### src/inc/text_menu_pkg.sv
// constants, fixed text and state types of the text menu
// assumes a byte-wide uart on the same clock carries characters both ways
package text_menu_pkg;

	// character frame: eight data bits, no parity, one stop bit
	localparam int CH_W      = 8;
	localparam int STOP_BITS = 1;

	// ascii codes the menu decodes or sends
	localparam logic [7:0] CH_NUL   = 8'h00;
	localparam logic [7:0] CH_BEL   = 8'h07;
	localparam logic [7:0] CH_ESC   = 8'h1B;
	localparam logic [7:0] CH_SPACE = 8'h20;
	localparam logic [7:0] CH_HASH  = 8'h23;
	localparam logic [7:0] CH_ZERO  = 8'h30;
	localparam logic [7:0] CH_NINE  = 8'h39;
	localparam logic [7:0] CH_QMARK = 8'h3F;
	localparam logic [7:0] CH_UP_H  = 8'h48;
	localparam logic [7:0] CH_UP_M  = 8'h4D;
	localparam logic [7:0] CH_UP_Q  = 8'h51;
	localparam logic [7:0] CH_LO_Q  = 8'h71;

	// field geometry
	localparam logic [3:0] FW_MIN = 4'h5;          // narrowest field
	localparam logic [3:0] FW_MAX = 4'h8;          // widest field
	localparam logic [3:0] FW_DEF = 4'h6;          // usual field width
	localparam int         TXT_W  = 8 * 8;         // eight characters per field text
	localparam int         ID_MAX = 20;            // identity line limit
	localparam logic [4:0] ID_LIM = 5'h14;         // same limit at counter width

	// fixed text, each string ends in a nul
	localparam ROM_TEXT = {
		8'h0D, 8'h0A, 8'h00,                           // line end
		8'h0D, 8'h0A, 8'h0D, 8'h0A, 8'h00,             // line end plus empty line
		8'h0D, 8'h0A, "HM?: ", 8'h00,                  // short prompt
		8'h0D, 8'h0A, "Cancel", 8'h0D, 8'h0A, 8'h00,   // abort message
		8'h0D, 8'h0A, "Main Menu", 8'h0D, 8'h0A,
		" (H)eader", 8'h0D, 8'h0A,
		" (M)easure", 8'h0D, 8'h0A,
		" (Q)uit Text Mode", 8'h0D, 8'h0A,
		" Please enter your choice: ", 8'h00
	};
	localparam int         ROM_BITS   = $bits(ROM_TEXT);
	localparam logic [7:0] ROM_CRLF   = 8'h00;
	localparam logic [7:0] ROM_CRLF2  = 8'h03;
	localparam logic [7:0] ROM_PROMPT = 8'h08;
	localparam logic [7:0] ROM_CANCEL = 8'h10;
	localparam logic [7:0] ROM_MENU   = 8'h1B;

	// sequencer states, one-hot
	typedef enum logic [6:0] {
		ST_IDLE = 7'b0000001,
		ST_NEXT = 7'b0000010,
		ST_ROM  = 7'b0000100,
		ST_ONE  = 7'b0001000,
		ST_ID   = 7'b0010000,
		ST_FLD  = 7'b0100000,
		ST_SEP  = 7'b1000000
	} seq_state_t;

	// jobs the sequencer walks through, one-hot
	typedef enum logic [8:0] {
		J_NONE   = 9'b000000001,
		J_PROMPT = 9'b000000010,
		J_MENU   = 9'b000000100,
		J_CANCEL = 9'b000001000,
		J_BEL    = 9'b000010000,
		J_HEAD   = 9'b000100000,
		J_MEAS   = 9'b001000000,
		J_QUIT   = 9'b010000000,
		J_DATA   = 9'b100000000
	} job_t;

	// which text a field line carries
	typedef enum logic [2:0] {
		K_NAME = 3'b001,
		K_UNIT = 3'b010,
		K_DATA = 3'b100
	} field_kind_t;

endpackage

### src/inc/field_fmt_if.sv
// carrier between the menu sequencer and the field formatter
// assumes both ends sit on the same clock; the formatter is combinational
`timescale 1ns/10ps
interface field_fmt_if;
	import text_menu_pkg::*;
	logic [TXT_W-1:0] text;     // field text, first character in the low byte
	logic [3:0]       len;      // characters of text in use
	logic [3:0]       width;    // field width, 5 to 8
	logic [3:0]       pos;      // column within the field
	logic             hash_en;  // overflow masks digits
	logic [7:0]       ch;       // character for this column
	modport user (output text, output len, output width, output pos, output hash_en, input ch);
	modport fmt  (input text, input len, input width, input pos, input hash_en, output ch);
endinterface

### src/rtl/serial_text_menu_responder.sv
// text terminal command menu and periodic data line formatter
// assumes an external uart on clk hands bytes in and takes bytes out
//
// Contract
// - eight data bits, no parity, one stop
// - keep existing bit rate in text mode
// - text mode ignores the binary host protocol
// - space: finish line, then crlf and prompt
// - echo valid menu choices, else bell
// - escape sends cancel message, leaves menu
// - question mark sends the long menu
// - header: identity line, empty line, names
// - names right-justified, width 5..8, space separated
// - units line matches name field widths
// - measure sends one data line now
// - values right-justified in 5..8 wide fields
// - flag char may replace the separating space
// - overflowing values show digits as hash
// - q or Q leaves text terminal mode
// - periodic data line when menu idle
// - data lines end crlf, measure formatting
`timescale 1ns/10ps
module serial_text_menu_responder #(
	parameter int N_FIELDS = 3,  // data fields per line
	parameter int BAUD_W   = 4   // bit rate selector width
) (
	// clock and reset
	input  wire  logic                             clk,
	input  wire  logic                             sys_rst,
	// mode control
	input  wire  logic                             enter_text_mode,
	output logic                                   text_terminal_mode,
	output logic                                   binary_proto_en,
	// bit rate selector passed to the uart
	input  wire  logic [BAUD_W-1:0]                baud_sel_in,
	output logic       [BAUD_W-1:0]                baud_sel,
	// received characters
	input  wire  logic [text_menu_pkg::CH_W-1:0]   rx_data,
	input  wire  logic                             rx_valid,
	output logic                                   rx_ready,
	output logic                                   bin_rx_valid,
	// transmitted characters
	output logic       [text_menu_pkg::CH_W-1:0]   tx_data,
	output logic                                   tx_valid,
	input  wire  logic                             tx_ready,
	// periodic output interval in clock cycles, zero stops it
	input  wire  logic [31:0]                      interval_cycles,
	// line content
	input  wire  logic [8*text_menu_pkg::ID_MAX-1:0] id_text,
	input  wire  logic [4:0]                       id_len,
	input  wire  logic [N_FIELDS*4-1:0]            field_width,
	input  wire  logic [N_FIELDS*text_menu_pkg::TXT_W-1:0] name_text,
	input  wire  logic [N_FIELDS*4-1:0]            name_len,
	input  wire  logic [N_FIELDS*text_menu_pkg::TXT_W-1:0] unit_text,
	input  wire  logic [N_FIELDS*4-1:0]            unit_len,
	input  wire  logic [N_FIELDS*text_menu_pkg::TXT_W-1:0] value_text,
	input  wire  logic [N_FIELDS*4-1:0]            value_len,
	input  wire  logic [N_FIELDS*8-1:0]            value_flag
);
	import text_menu_pkg::*;

	localparam int FI_W = (N_FIELDS > 1) ? $clog2(N_FIELDS) : 1;
	localparam logic [FI_W-1:0] LAST_F = FI_W'(N_FIELDS - 1);

	// refuse shapes the counters cannot walk
	if (N_FIELDS < 1 || N_FIELDS > 64 || BAUD_W < 1) begin : g_bad
		$error("serial_text_menu_responder: unsupported parameters");
	end

	// odd widths fall back to the usual six columns
	function automatic logic [3:0] clamp_width(input logic [3:0] w);
		clamp_width = (w < FW_MIN || w > FW_MAX) ? FW_DEF : w;
	endfunction

	seq_state_t      state;        // sequencer state
	job_t            job;          // current job
	field_kind_t     kind;         // field line being sent
	logic [3:0]      phase;        // step within the job
	logic [7:0]      rom_ptr;      // fixed text pointer
	logic [7:0]      one_char;     // echo or bell
	logic [4:0]      id_pos;       // identity column
	logic [FI_W-1:0] fidx;         // field number
	logic [3:0]      pos;          // column inside field
	logic            menu_active;  // prompt shown, awaiting choice
	logic            prompt_pend;  // space seen, prompt owed
	logic            tick_pend;    // periodic line owed
	logic [31:0]     cnt;          // interval counter
	logic            tick;         // interval elapsed
	logic            slot;         // output register free
	logic            emit;         // char loaded this cycle
	logic [7:0]      next_char;    // char to load
	logic [7:0]      rom_byte;     // fixed text at pointer
	logic [7:0]      cur_flag;     // flag of current field
	logic [3:0]      cur_w;        // clamped width of current field
	logic            flagged;      // current data field carries a flag
	logic            has_sep;      // a separator follows this field
	logic [4:0]      id_last;      // identity length, limited
	logic            accept_cmd;   // a non-space char is taken now
	logic            is_space;     // incoming char is a space
	job_t            new_job;      // job picked in idle
	logic            job_done;     // job finished this cycle

	field_fmt_if fmt_bus ();

	// column lookup shared by names, units and values
	field_formatter u_fmt (
		.f (fmt_bus.fmt)
	);

	// steer the formatter from the current field
	always_comb begin
		fmt_bus.width   = cur_w;
		fmt_bus.pos     = pos;
		fmt_bus.hash_en = (kind == K_DATA);  // only values are masked
		case (kind)
			K_NAME: begin
				fmt_bus.text = name_text[fidx*TXT_W +: TXT_W];
				fmt_bus.len  = name_len[fidx*4 +: 4];
			end
			K_UNIT: begin
				fmt_bus.text = unit_text[fidx*TXT_W +: TXT_W];
				fmt_bus.len  = unit_len[fidx*4 +: 4];
			end
			default: begin
				fmt_bus.text = value_text[fidx*TXT_W +: TXT_W];
				fmt_bus.len  = value_len[fidx*4 +: 4];
			end
		endcase
	end

	// per-field helpers
	assign cur_w    = clamp_width(field_width[fidx*4 +: 4]);
	assign cur_flag = value_flag[fidx*8 +: 8];
	assign flagged  = (kind == K_DATA) && (cur_flag != CH_NUL);
	assign has_sep  = flagged || (fidx != LAST_F);
	assign id_last  = (id_len > ID_LIM) ? ID_LIM : id_len;
	assign rom_byte = ROM_TEXT[ROM_BITS - 1 - 8*rom_ptr -: 8];

	// binary protocol is cut off while in text mode
	assign binary_proto_en = !text_terminal_mode;
	assign bin_rx_valid    = rx_valid && !text_terminal_mode;

	// space always taken; others only when sequencer free
	assign is_space   = (rx_data == CH_SPACE);
	assign accept_cmd = text_terminal_mode && rx_valid && !is_space
	                    && state == ST_IDLE && !prompt_pend;
	assign rx_ready   = !text_terminal_mode || is_space
	                    || (state == ST_IDLE && !prompt_pend);

	// choose the next job; owed prompt beats a choice, a choice beats a tick
	always_comb begin
		new_job = J_NONE;
		if (prompt_pend) begin
			new_job = J_PROMPT;
		end else if (accept_cmd && menu_active) begin
			case (rx_data)
				CH_ESC:           new_job = J_CANCEL;
				CH_QMARK:         new_job = J_MENU;
				CH_UP_H:          new_job = J_HEAD;
				CH_UP_M:          new_job = J_MEAS;
				CH_UP_Q, CH_LO_Q: new_job = J_QUIT;
				default:          new_job = J_BEL;
			endcase
		end else if (tick_pend && !menu_active && text_terminal_mode) begin
			new_job = J_DATA;
		end
	end

	// character under the sequencer
	always_comb begin
		case (state)
			ST_ROM:  next_char = rom_byte;
			ST_ONE:  next_char = one_char;
			ST_ID:   next_char = id_text[{id_pos, 3'h0} +: 8];
			ST_FLD:  next_char = fmt_bus.ch;
			ST_SEP:  next_char = flagged ? cur_flag : CH_SPACE;
			default: next_char = CH_SPACE;
		endcase
	end

	assign slot = !tx_valid || tx_ready;
	assign emit = slot && (state == ST_ONE || state == ST_ID || state == ST_FLD
	              || state == ST_SEP || (state == ST_ROM && rom_byte != CH_NUL));

	// output register: one byte frame at a time, eight bits wide
	always_ff @(posedge clk) begin
		if (sys_rst) begin
			tx_valid <= 1'b0;
			tx_data  <= CH_NUL;
		end else if (emit) begin
			tx_valid <= 1'b1;
			tx_data  <= next_char;
		end else if (tx_ready) begin
			tx_valid <= 1'b0;
		end
	end

	// job ends when the step table runs out
	always_comb begin
		job_done = 1'b0;
		if (state == ST_NEXT) begin
			case (job)
				J_PROMPT, J_MENU, J_CANCEL, J_BEL: job_done = (phase == 4'h1);
				J_HEAD:                            job_done = (phase == 4'h8);
				J_MEAS:                            job_done = (phase == 4'h4);
				J_QUIT, J_DATA:                    job_done = (phase == 4'h2);
				default:                           job_done = 1'b1;
			endcase
		end
	end

	// sequencer: walks each job's steps one segment at a time
	always_ff @(posedge clk) begin
		if (sys_rst) begin
			state    <= ST_IDLE;
			job      <= J_NONE;
			kind     <= K_DATA;
			phase    <= 4'h0;
			rom_ptr  <= ROM_CRLF;
			one_char <= CH_BEL;
			id_pos   <= 5'h00;
			fidx     <= '0;
			pos      <= 4'h0;
		end else begin
			case (state)
				ST_IDLE: begin
					// a new job waits until any line in progress is done
					if (new_job != J_NONE) begin
						job      <= new_job;
						phase    <= 4'h0;
						state    <= ST_NEXT;
						one_char <= (new_job == J_BEL) ? CH_BEL : rx_data;
					end
				end
				ST_NEXT: begin
					phase <= phase + 4'h1;
					fidx  <= '0;
					pos   <= 4'h0;
					if (job_done) begin
						state <= ST_IDLE;
						job   <= J_NONE;
					end else begin
						case (job)
							J_PROMPT: begin
								rom_ptr <= ROM_PROMPT;
								state   <= ST_ROM;
							end
							J_MENU: begin
								rom_ptr <= ROM_MENU;
								state   <= ST_ROM;
							end
							J_CANCEL: begin
								rom_ptr <= ROM_CANCEL;
								state   <= ST_ROM;
							end
							J_BEL: state <= ST_ONE;
							J_HEAD: begin
								// echo, gap, identity, gap, names, units
								case (phase)
									4'h0: state <= ST_ONE;
									4'h1, 4'h3: begin
										rom_ptr <= ROM_CRLF2;
										state   <= ST_ROM;
									end
									4'h2: begin
										id_pos <= 5'h00;
										state  <= (id_last == 5'h00) ? ST_NEXT : ST_ID;
									end
									4'h4: begin
										kind  <= K_NAME;
										state <= ST_FLD;
									end
									4'h6: begin
										kind  <= K_UNIT;
										state <= ST_FLD;
									end
									default: begin
										rom_ptr <= ROM_CRLF;
										state   <= ST_ROM;
									end
								endcase
							end
							J_MEAS, J_QUIT: begin
								// echo, new line, then one data line for measure
								case (phase)
									4'h0: state <= ST_ONE;
									4'h2: begin
										kind  <= K_DATA;
										state <= ST_FLD;
									end
									default: begin
										rom_ptr <= ROM_CRLF;
										state   <= ST_ROM;
									end
								endcase
							end
							default: begin
								// periodic line: fields then crlf
								if (phase == 4'h0) begin
									kind  <= K_DATA;
									state <= ST_FLD;
								end else begin
									rom_ptr <= ROM_CRLF;
									state   <= ST_ROM;
								end
							end
						endcase
					end
				end
				ST_ROM: begin
					if (rom_byte == CH_NUL) begin
						state <= ST_NEXT;
					end else if (slot) begin
						rom_ptr <= rom_ptr + 8'h01;
					end
				end
				ST_ONE: begin
					if (slot) begin
						state <= ST_NEXT;
					end
				end
				ST_ID: begin
					if (slot) begin
						id_pos <= id_pos + 5'h01;
						if (id_pos == id_last - 5'h01) begin
							state <= ST_NEXT;
						end
					end
				end
				ST_FLD: begin
					if (slot) begin
						if (pos == cur_w - 4'h1) begin
							pos   <= 4'h0;
							state <= has_sep ? ST_SEP : ST_NEXT;
						end else begin
							pos <= pos + 4'h1;
						end
					end
				end
				ST_SEP: begin
					if (slot) begin
						if (fidx == LAST_F) begin
							state <= ST_NEXT;
						end else begin
							fidx  <= fidx + 1'b1;
							state <= ST_FLD;
						end
					end
				end
				default: state <= ST_IDLE;
			endcase
		end
	end

	// mode, menu and owed-work flags; a new set beats a same-cycle clear
	always_ff @(posedge clk) begin
		if (sys_rst) begin
			text_terminal_mode <= 1'b0;
			menu_active        <= 1'b0;
			prompt_pend        <= 1'b0;
		end else begin
			if (enter_text_mode) begin
				text_terminal_mode <= 1'b1;
			end else if (job_done && job == J_QUIT) begin
				text_terminal_mode <= 1'b0;
			end
			if (job_done && job == J_PROMPT) begin
				menu_active <= 1'b1;
			end else if (job_done && (job == J_CANCEL || job == J_HEAD
			             || job == J_MEAS || job == J_QUIT)) begin
				menu_active <= 1'b0;
			end
			if (text_terminal_mode && rx_valid && is_space) begin
				prompt_pend <= 1'b1;
			end else if (state == ST_IDLE && new_job == J_PROMPT) begin
				prompt_pend <= 1'b0;
			end
		end
	end

	// bit rate follows the selector only outside text mode
	always_ff @(posedge clk) begin
		if (sys_rst) begin
			baud_sel <= '0;
		end else if (!text_terminal_mode) begin
			baud_sel <= baud_sel_in;  // frozen while in text mode
		end
	end

	// free-running interval; measure commands never touch it
	always_ff @(posedge clk) begin
		if (sys_rst || !text_terminal_mode || interval_cycles == 32'h0) begin
			cnt  <= 32'h0;
			tick <= 1'b0;
		end else if (cnt >= interval_cycles - 32'h1) begin
			cnt  <= 32'h0;
			tick <= 1'b1;
		end else begin
			cnt  <= cnt + 32'h1;
			tick <= 1'b0;
		end
	end

	// owed periodic line; ticks under the menu are dropped
	always_ff @(posedge clk) begin
		if (sys_rst) begin
			tick_pend <= 1'b0;
		end else if (tick && !menu_active) begin
			tick_pend <= 1'b1;
		end else if ((state == ST_IDLE && new_job == J_DATA) || menu_active) begin
			tick_pend <= 1'b0;
		end
	end
endmodule

### src/rtl/field_formatter.sv
// right-justifying field formatter: one column character per lookup
// assumes width already clamped to 5..8 by the caller
`timescale 1ns/10ps
module field_formatter (
	// column request and answer
	field_fmt_if.fmt f
);
	import text_menu_pkg::*;

	// pick one character out of the field text
	function automatic logic [7:0] text_byte(input logic [TXT_W-1:0] t, input logic [2:0] i);
		text_byte = t[{i, 3'h0} +: 8];
	endfunction

	logic [3:0] pad;  // leading spaces needed
	logic [7:0] raw;  // character under the column

	// short text is padded left, long value text shows its digits as hash
	always_comb begin
		pad = f.width - f.len;
		raw = CH_SPACE;
		f.ch = CH_SPACE;
		if (f.len > f.width) begin
			raw = text_byte(f.text, f.pos[2:0]);
			// sign and decimal point stay put, digits become hash
			f.ch = (f.hash_en && raw >= CH_ZERO && raw <= CH_NINE) ? CH_HASH : raw;
		end else if (f.pos >= pad) begin
			raw = text_byte(f.text, 3'(f.pos - pad));
			f.ch = raw;  // right-justified text
		end
	end
endmodule

### config.mk
export PLATFORM = sky130hd
export DESIGN_NAME = serial_text_menu_responder
export DESIGN_NICKNAME = d
export VERILOG_FILES = /design/src/inc/text_menu_pkg.sv /design/src/inc/field_fmt_if.sv /design/src/rtl/serial_text_menu_responder.sv /design/src/rtl/field_formatter.sv
export SDC_FILE = /design/constraint.sdc
export NUM_CORES = 1
export LEC_CHECK = 0
export ABC_AREA = 0
export BUFFER_PORTS_ARGS = -buffer_cell sky130_fd_sc_hd__buf_2
export CORE_AREA = 8 8 335 337
export DETAILED_ROUTE_END_ITERATION = 8
export DIE_AREA = 0 0 343 345
export SLEW_MARGIN = 20
export SYNTH_ARGS = -nofsm -noshare
export SYNTH_HDL_FRONTEND = slang
export SYNTH_SLANG_ARGS = --single-unit
### constraint.sdc
create_clock -name clk -period 7.7 [get_ports clk]
set_clock_uncertainty 0.2 [all_clocks]
set_input_delay 0.385 -clock clk [delete_from_list [all_inputs] [get_ports clk]]
set_output_delay 0.385 -clock clk [all_outputs]
set_load 0.02 [all_outputs]
Yosys cells after proc, flatten, opt, wreduce, memory -nomap -nowiden:

Index checks and enable logic that the tools add are counted.

* add/subtract/negate cells: 12
* order comparisons: 8
* eq/ne operators: 60
* shift operators: 12
* multiplexer cells: 72
* bitwise logic cells: 2
* reductions and logical operators: 77

Operators by type and width (count)
* 887-bit by 33-bit indexed part select with 8-bit output, first input constant: 1
* 192-bit by 9-bit indexed part select with 64-bit output: 3
* 160-bit by 9-bit indexed part select with 8-bit output: 1
* 64-bit one-hot mux with 2 select lines: 1
* 64-bit by 7-bit indexed part select with 8-bit output: 2
* 8-bit 2-to-1 mux: 10
* 8-bit one-hot mux with 5 select lines: 2
* 7-bit 2-to-1 mux: 9
* 7-bit one-hot mux with 7 select lines: 1
* 8-bit one-hot mux with 6 select lines: 1
* 12-bit by 5-bit indexed part select with 4-bit output: 4
* 9-bit 2-to-1 mux: 5
* 32-bit by 1-bit adder with 32-bit output, second input constant: 1
* 8-bit by 7-bit == test with 1-bit output, second input constant: 4
* 32-bit greater-or-equal comparator: 1
* 32-bit logical NOT: 1
* 8-bit one-hot mux with 2 select lines: 2
* 32-bit by 1-bit subtractor with 32-bit output, second input constant: 1
* 5-bit 2-to-1 mux: 6
* 2-bit inequality test, second input constant: 13
* 4-bit one-hot mux with 2 select lines: 3
* 6-bit one-hot mux with 4 select lines: 1
* 24-bit by 6-bit indexed part select with 8-bit output: 1
* 1-bit logical AND: 21
* 78 further kinds: 148

* register bits after elaboration: 100
* input port bits: 862
* output and inout bits: 17
* logic and storage cells: 261

Logic depth before layout (Yosys ltp):

* word-level depth: 13
* gate-level depth with buffers: 25
* mapped depth without buffers: 21

Modules after synthesis:

A second synthesis with hierarchy kept.

* cells, all modules: 1937
* area, all modules: 15601.2 um2

Modules (own cells, without submodules)
* serial_text_menu_responder: instances 1, cells each 1822, area an instance 14208.6 um2
* field_formatter: instances 1, cells each 115, area an instance 1392.6 um2

Least setup slack after synthesis:

Ideal clock, no wire load.

* path type: reg-to-reg
* start point: register kind[1]
* end point: register tx_data[5] (netlist bit)
* setup time: 0.138 ns
* data arrival time: 4.707 ns
* required time: 7.362 ns
* slack: 2.656 ns
* cell stages (with the launch flop): 24
* path buffers: 7
* cells stage by stage: dfxtp_1 -> buf_2 -> or3b_4 -> buf_6 -> nand2_1 -> buf_2 -> buf_2 -> clkbuf_1 -> clkbuf_1 -> o21ai_0 -> o21ai_0 -> o21a_1 -> ha_1 -> inv_1 -> ha_1 -> inv_1 -> fa_1 -> xnor2_1 -> clkbuf_1 -> a211oi_1 -> a211oi_1 -> a31oi_1 -> o311ai_0 -> a311oi_1

* cells in the longest elaborated chain, start to end: 9

Ends and longest elaborated chain
* from (decl): RTL line serial_text_menu_responder.sv:77 `field_kind_t kind;`
* from (signal assigned): RTL line serial_text_menu_responder.sv:217 `kind <= K_DATA;`
* from (signal assigned): RTL line serial_text_menu_responder.sv:270 `kind <= K_NAME;`
* from (signal assigned): RTL line serial_text_menu_responder.sv:274 `kind <= K_UNIT;`
* branches (longest 8 deep; another with 4-bit subtractor)
* 8-bit one-hot mux with 5 select lines *: RTL line serial_text_menu_responder.sv:171 `case (state)`
* to (signal assigned): RTL line serial_text_menu_responder.sv:192 `tx_data <= next_char;`
* to (decl): RTL line serial_text_menu_responder.sv:43 `output logic [text_menu_pkg::CH_W-1:0] tx_data,`

Mark *: on every way between the ends.
A chain may end at the register's enable or synchronous reset.

Final worst setup path:

* start point: register kind[0]
* end point: register tx_data[5] (netlist bit)

Same word-level chain as after synthesis.

==> impl_metrics.tcl <==
set metrics [dict create \
    relSlewSlack_pct 24.00 \
    dp_cells 4285 \
    crit_arrival_ns 5.85 \
    yosysUniqueCellTypes 98 \
    netlist.top_cell.by_area "dfxtp_1" \
    crit_type "reg2reg" \
    cp-end-kind "flop" \
    via_count 23570 \
    required_ns 7.72 \
    die_h_um 345 \
    grt_pass1_vias 21960 \
    port_buffers 878 \
    status "completed" \
    cts_tree "built" \
    hpwl_mm 123.8 \
    ff_latch_area_mm2 0.002014 \
    timing.fmax_mhz 171.6 \
    ys.flop_type "dfxtp_1" \
    setup_viol 0 \
    synth-seq-area-share_pct 12.48 \
    yosysMostFrequentCell "nor2_1" \
    root_buffer "clkbuf_16" \
    grt_pass1_wl_mm 190.4 \
    core_mm2 0.1066 \
    period_minus_slack_ns 5.827 \
    numCtsBuffers 9 \
    synth_nets 3069 \
    io_pins 879 \
    fp.dieW_um 343 \
    p_leak_nw 8.843 \
    drc 0 \
    cts.sink_count 100 \
    area_growth_pct 38.93 \
    nets 3809 \
    start_kind "flop" \
    synth_top_cells_by_area "dfxtp_1, mux4_2, o21ai_0" \
    antenna_left 0 \
    grt_overflow 0 \
    ys_ff_latch 100 \
    multi_input_area_mm2 0.01297 \
    wl_mm 145.5 \
    synth_cells 2153 \
    clk_latency_ns 0.38 \
    synthArstFlopShare_pct 0 \
    fin_crit_sh_pct 75.68 \
    fin_cells 4378 \
    synth-edff-count 0 \
    reg2reg_slack_ns 1.87 \
    via_per_inst 5.384 \
    postCtsSetupBuffers 0 \
    p_per_area_mw_per_mm2 80.05 \
    drv_cap 0 \
    hold_viol_final 0 \
    post_cts_resized 0 \
    rsz0062_at_grt "no" \
    netlist_area_mm2 0.01605 \
    clk_path_buf_depth 2 \
    tightest_slew_ns 1.111 \
    dp_slack_ns 1.595 \
    hp-class "in2reg" \
    holdBufCountCts 0 \
    worst_slack_ns 1.873 \
    postSynthAreaPerCell_um2 7.453 \
    wl_per_cell_um 33.23 \
    synth_warnings 0 \
    totalNegativeSetupSlack_ns 0 \
    fillers 12210 \
    row_count 120 \
    drive_gt1_share_pct 37.51 \
    clk_pin_slew_ns 0.08 \
    grt_max_degree 60 \
    ir_worst_vdd_mv 0.09871 \
    die_area_mm2 0.1183 \
    synthTopCellsByCount "nor2_1, nand2_1, o21ai_0" \
    synth_top_area_share_pct 12.48 \
    cp_max_fo 42 \
    antenna_found_initial 182 \
    gr-usage-all-layers_pct 22.95 \
    drtPass1Iterations 8 \
    start_util_pct 15.05 \
    dr.first_iter.drc_count 3026 \
    cts_max_level 3 \
    routabilityCongestion 1.038 \
    slew_viol_final 0 \
]
## registers in the layout, summed over array words and instances, names as in the netlist, 2 cells and up
name,flops
tx_data,8
id_pos,5
cnt,32
rom_ptr,8
phase,4
state,7
fmt_bus.pos,4
baud_sel,4
one_char,8
fidx,2
job,9
kind,3
## cells in the final DEF (no fill, tap or decap), types with 73 or more instances in the layout
master	Yosys	final
inv_1	73	73
buf_2	56	878
o21ai_0	145	145
nor2_1	190	189
dfxtp_1	100	94
diode_2	0	77
nand2_1	148	147
nor3_1	79	79
o22ai_1	80	80
a21oi_1	129	129
o221ai_1	78	78
## metal layers
layer	share of wire [%]	global-route usage (%)
met1	39	27.72
met2	46	36.25
met3	10	7.197
met4	5.1	12.03
met5	0.29	0
## power by group
group	leakage (nW)	internal, mW	total (mW)	switching [mW]
Combinational	7.88	0.334	0.726	0.392
Clock	0.154	0.268	0.514	0.246
Sequential	0.810	0.529	0.544	0.0145
## per-stage QoR
stage	instance area [µm²]	utilization (%)	hold slack [ns]	power, mW
after floorplan	16050	-	0.2315	0.8677
after global placement	21780	20.43	0.2423	1.264
after detailed placement	21780	20.43	0.2487	1.267
after CTS	22100	20.73	0.01966	1.783
after global routing	22250	20.88	0.04897	1.864
final	22290	20.91	0.03227	1.785
## worst paths after layout
| check | startpoint | to | cells after the start |
|---|---|---|---|
| max | kind[0] | tx_data[5] | 16 |
| min | baud_sel_in[0] | baud_sel[0] | 3 |
| max reg2reg | kind[0] | tx_data[5] | 16 |
| min reg2reg | one_char[7] | one_char[7] | 2 |
## cell type report
| cell class | count | share of cell area, % |
|---|---|---|
| antenna | 77 | 0.8643 |
| clock buffer | 10 | 1.072 |
| clock inverter | 6 | 0.3704 |
| inverter | 76 | 1.280 |
| multi-input combinational | 1782 | 58.19 |
| sequential | 100 | 9.036 |
| tap | 1403 | 7.874 |
| timing repair buffer | 924 | 21.32 |
## kinds of logic after synthesis
| family | count (synthesis) | synth area share (%) |
|---|---|---|
| XOR/XNOR | 97 | 5.294 |
| adder cells (fa/ha/maj) | 55 | 4.320 |
| buffers and inverters | 271 | 7.220 |
| AO/OA/AOI/OAI | 831 | 37.34 |
| flip-flops | 100 | 12.48 |
| multiplexers | 111 | 11.60 |
| AND/OR/NAND/NOR | 688 | 21.75 |
## critical path: stages (launching register included)
cell	delay (ns)
dfxtp_1	0.81
or3b_4	0.70
nand2_2	0.58
o21ai_0	0.15
o21ai_0	0.19
o21a_1	0.19
ha_1	0.17
inv_1	0.04
ha_1	0.27
inv_1	0.06
fa_1	0.47
xor2_1	0.69
o21ai_0	0.20
a211oi_1	0.27
a31oi_1	0.10
o311ai_0	0.40
a311oi_1	0.15
Note: power is estimated with default switching activity, not from simulation.
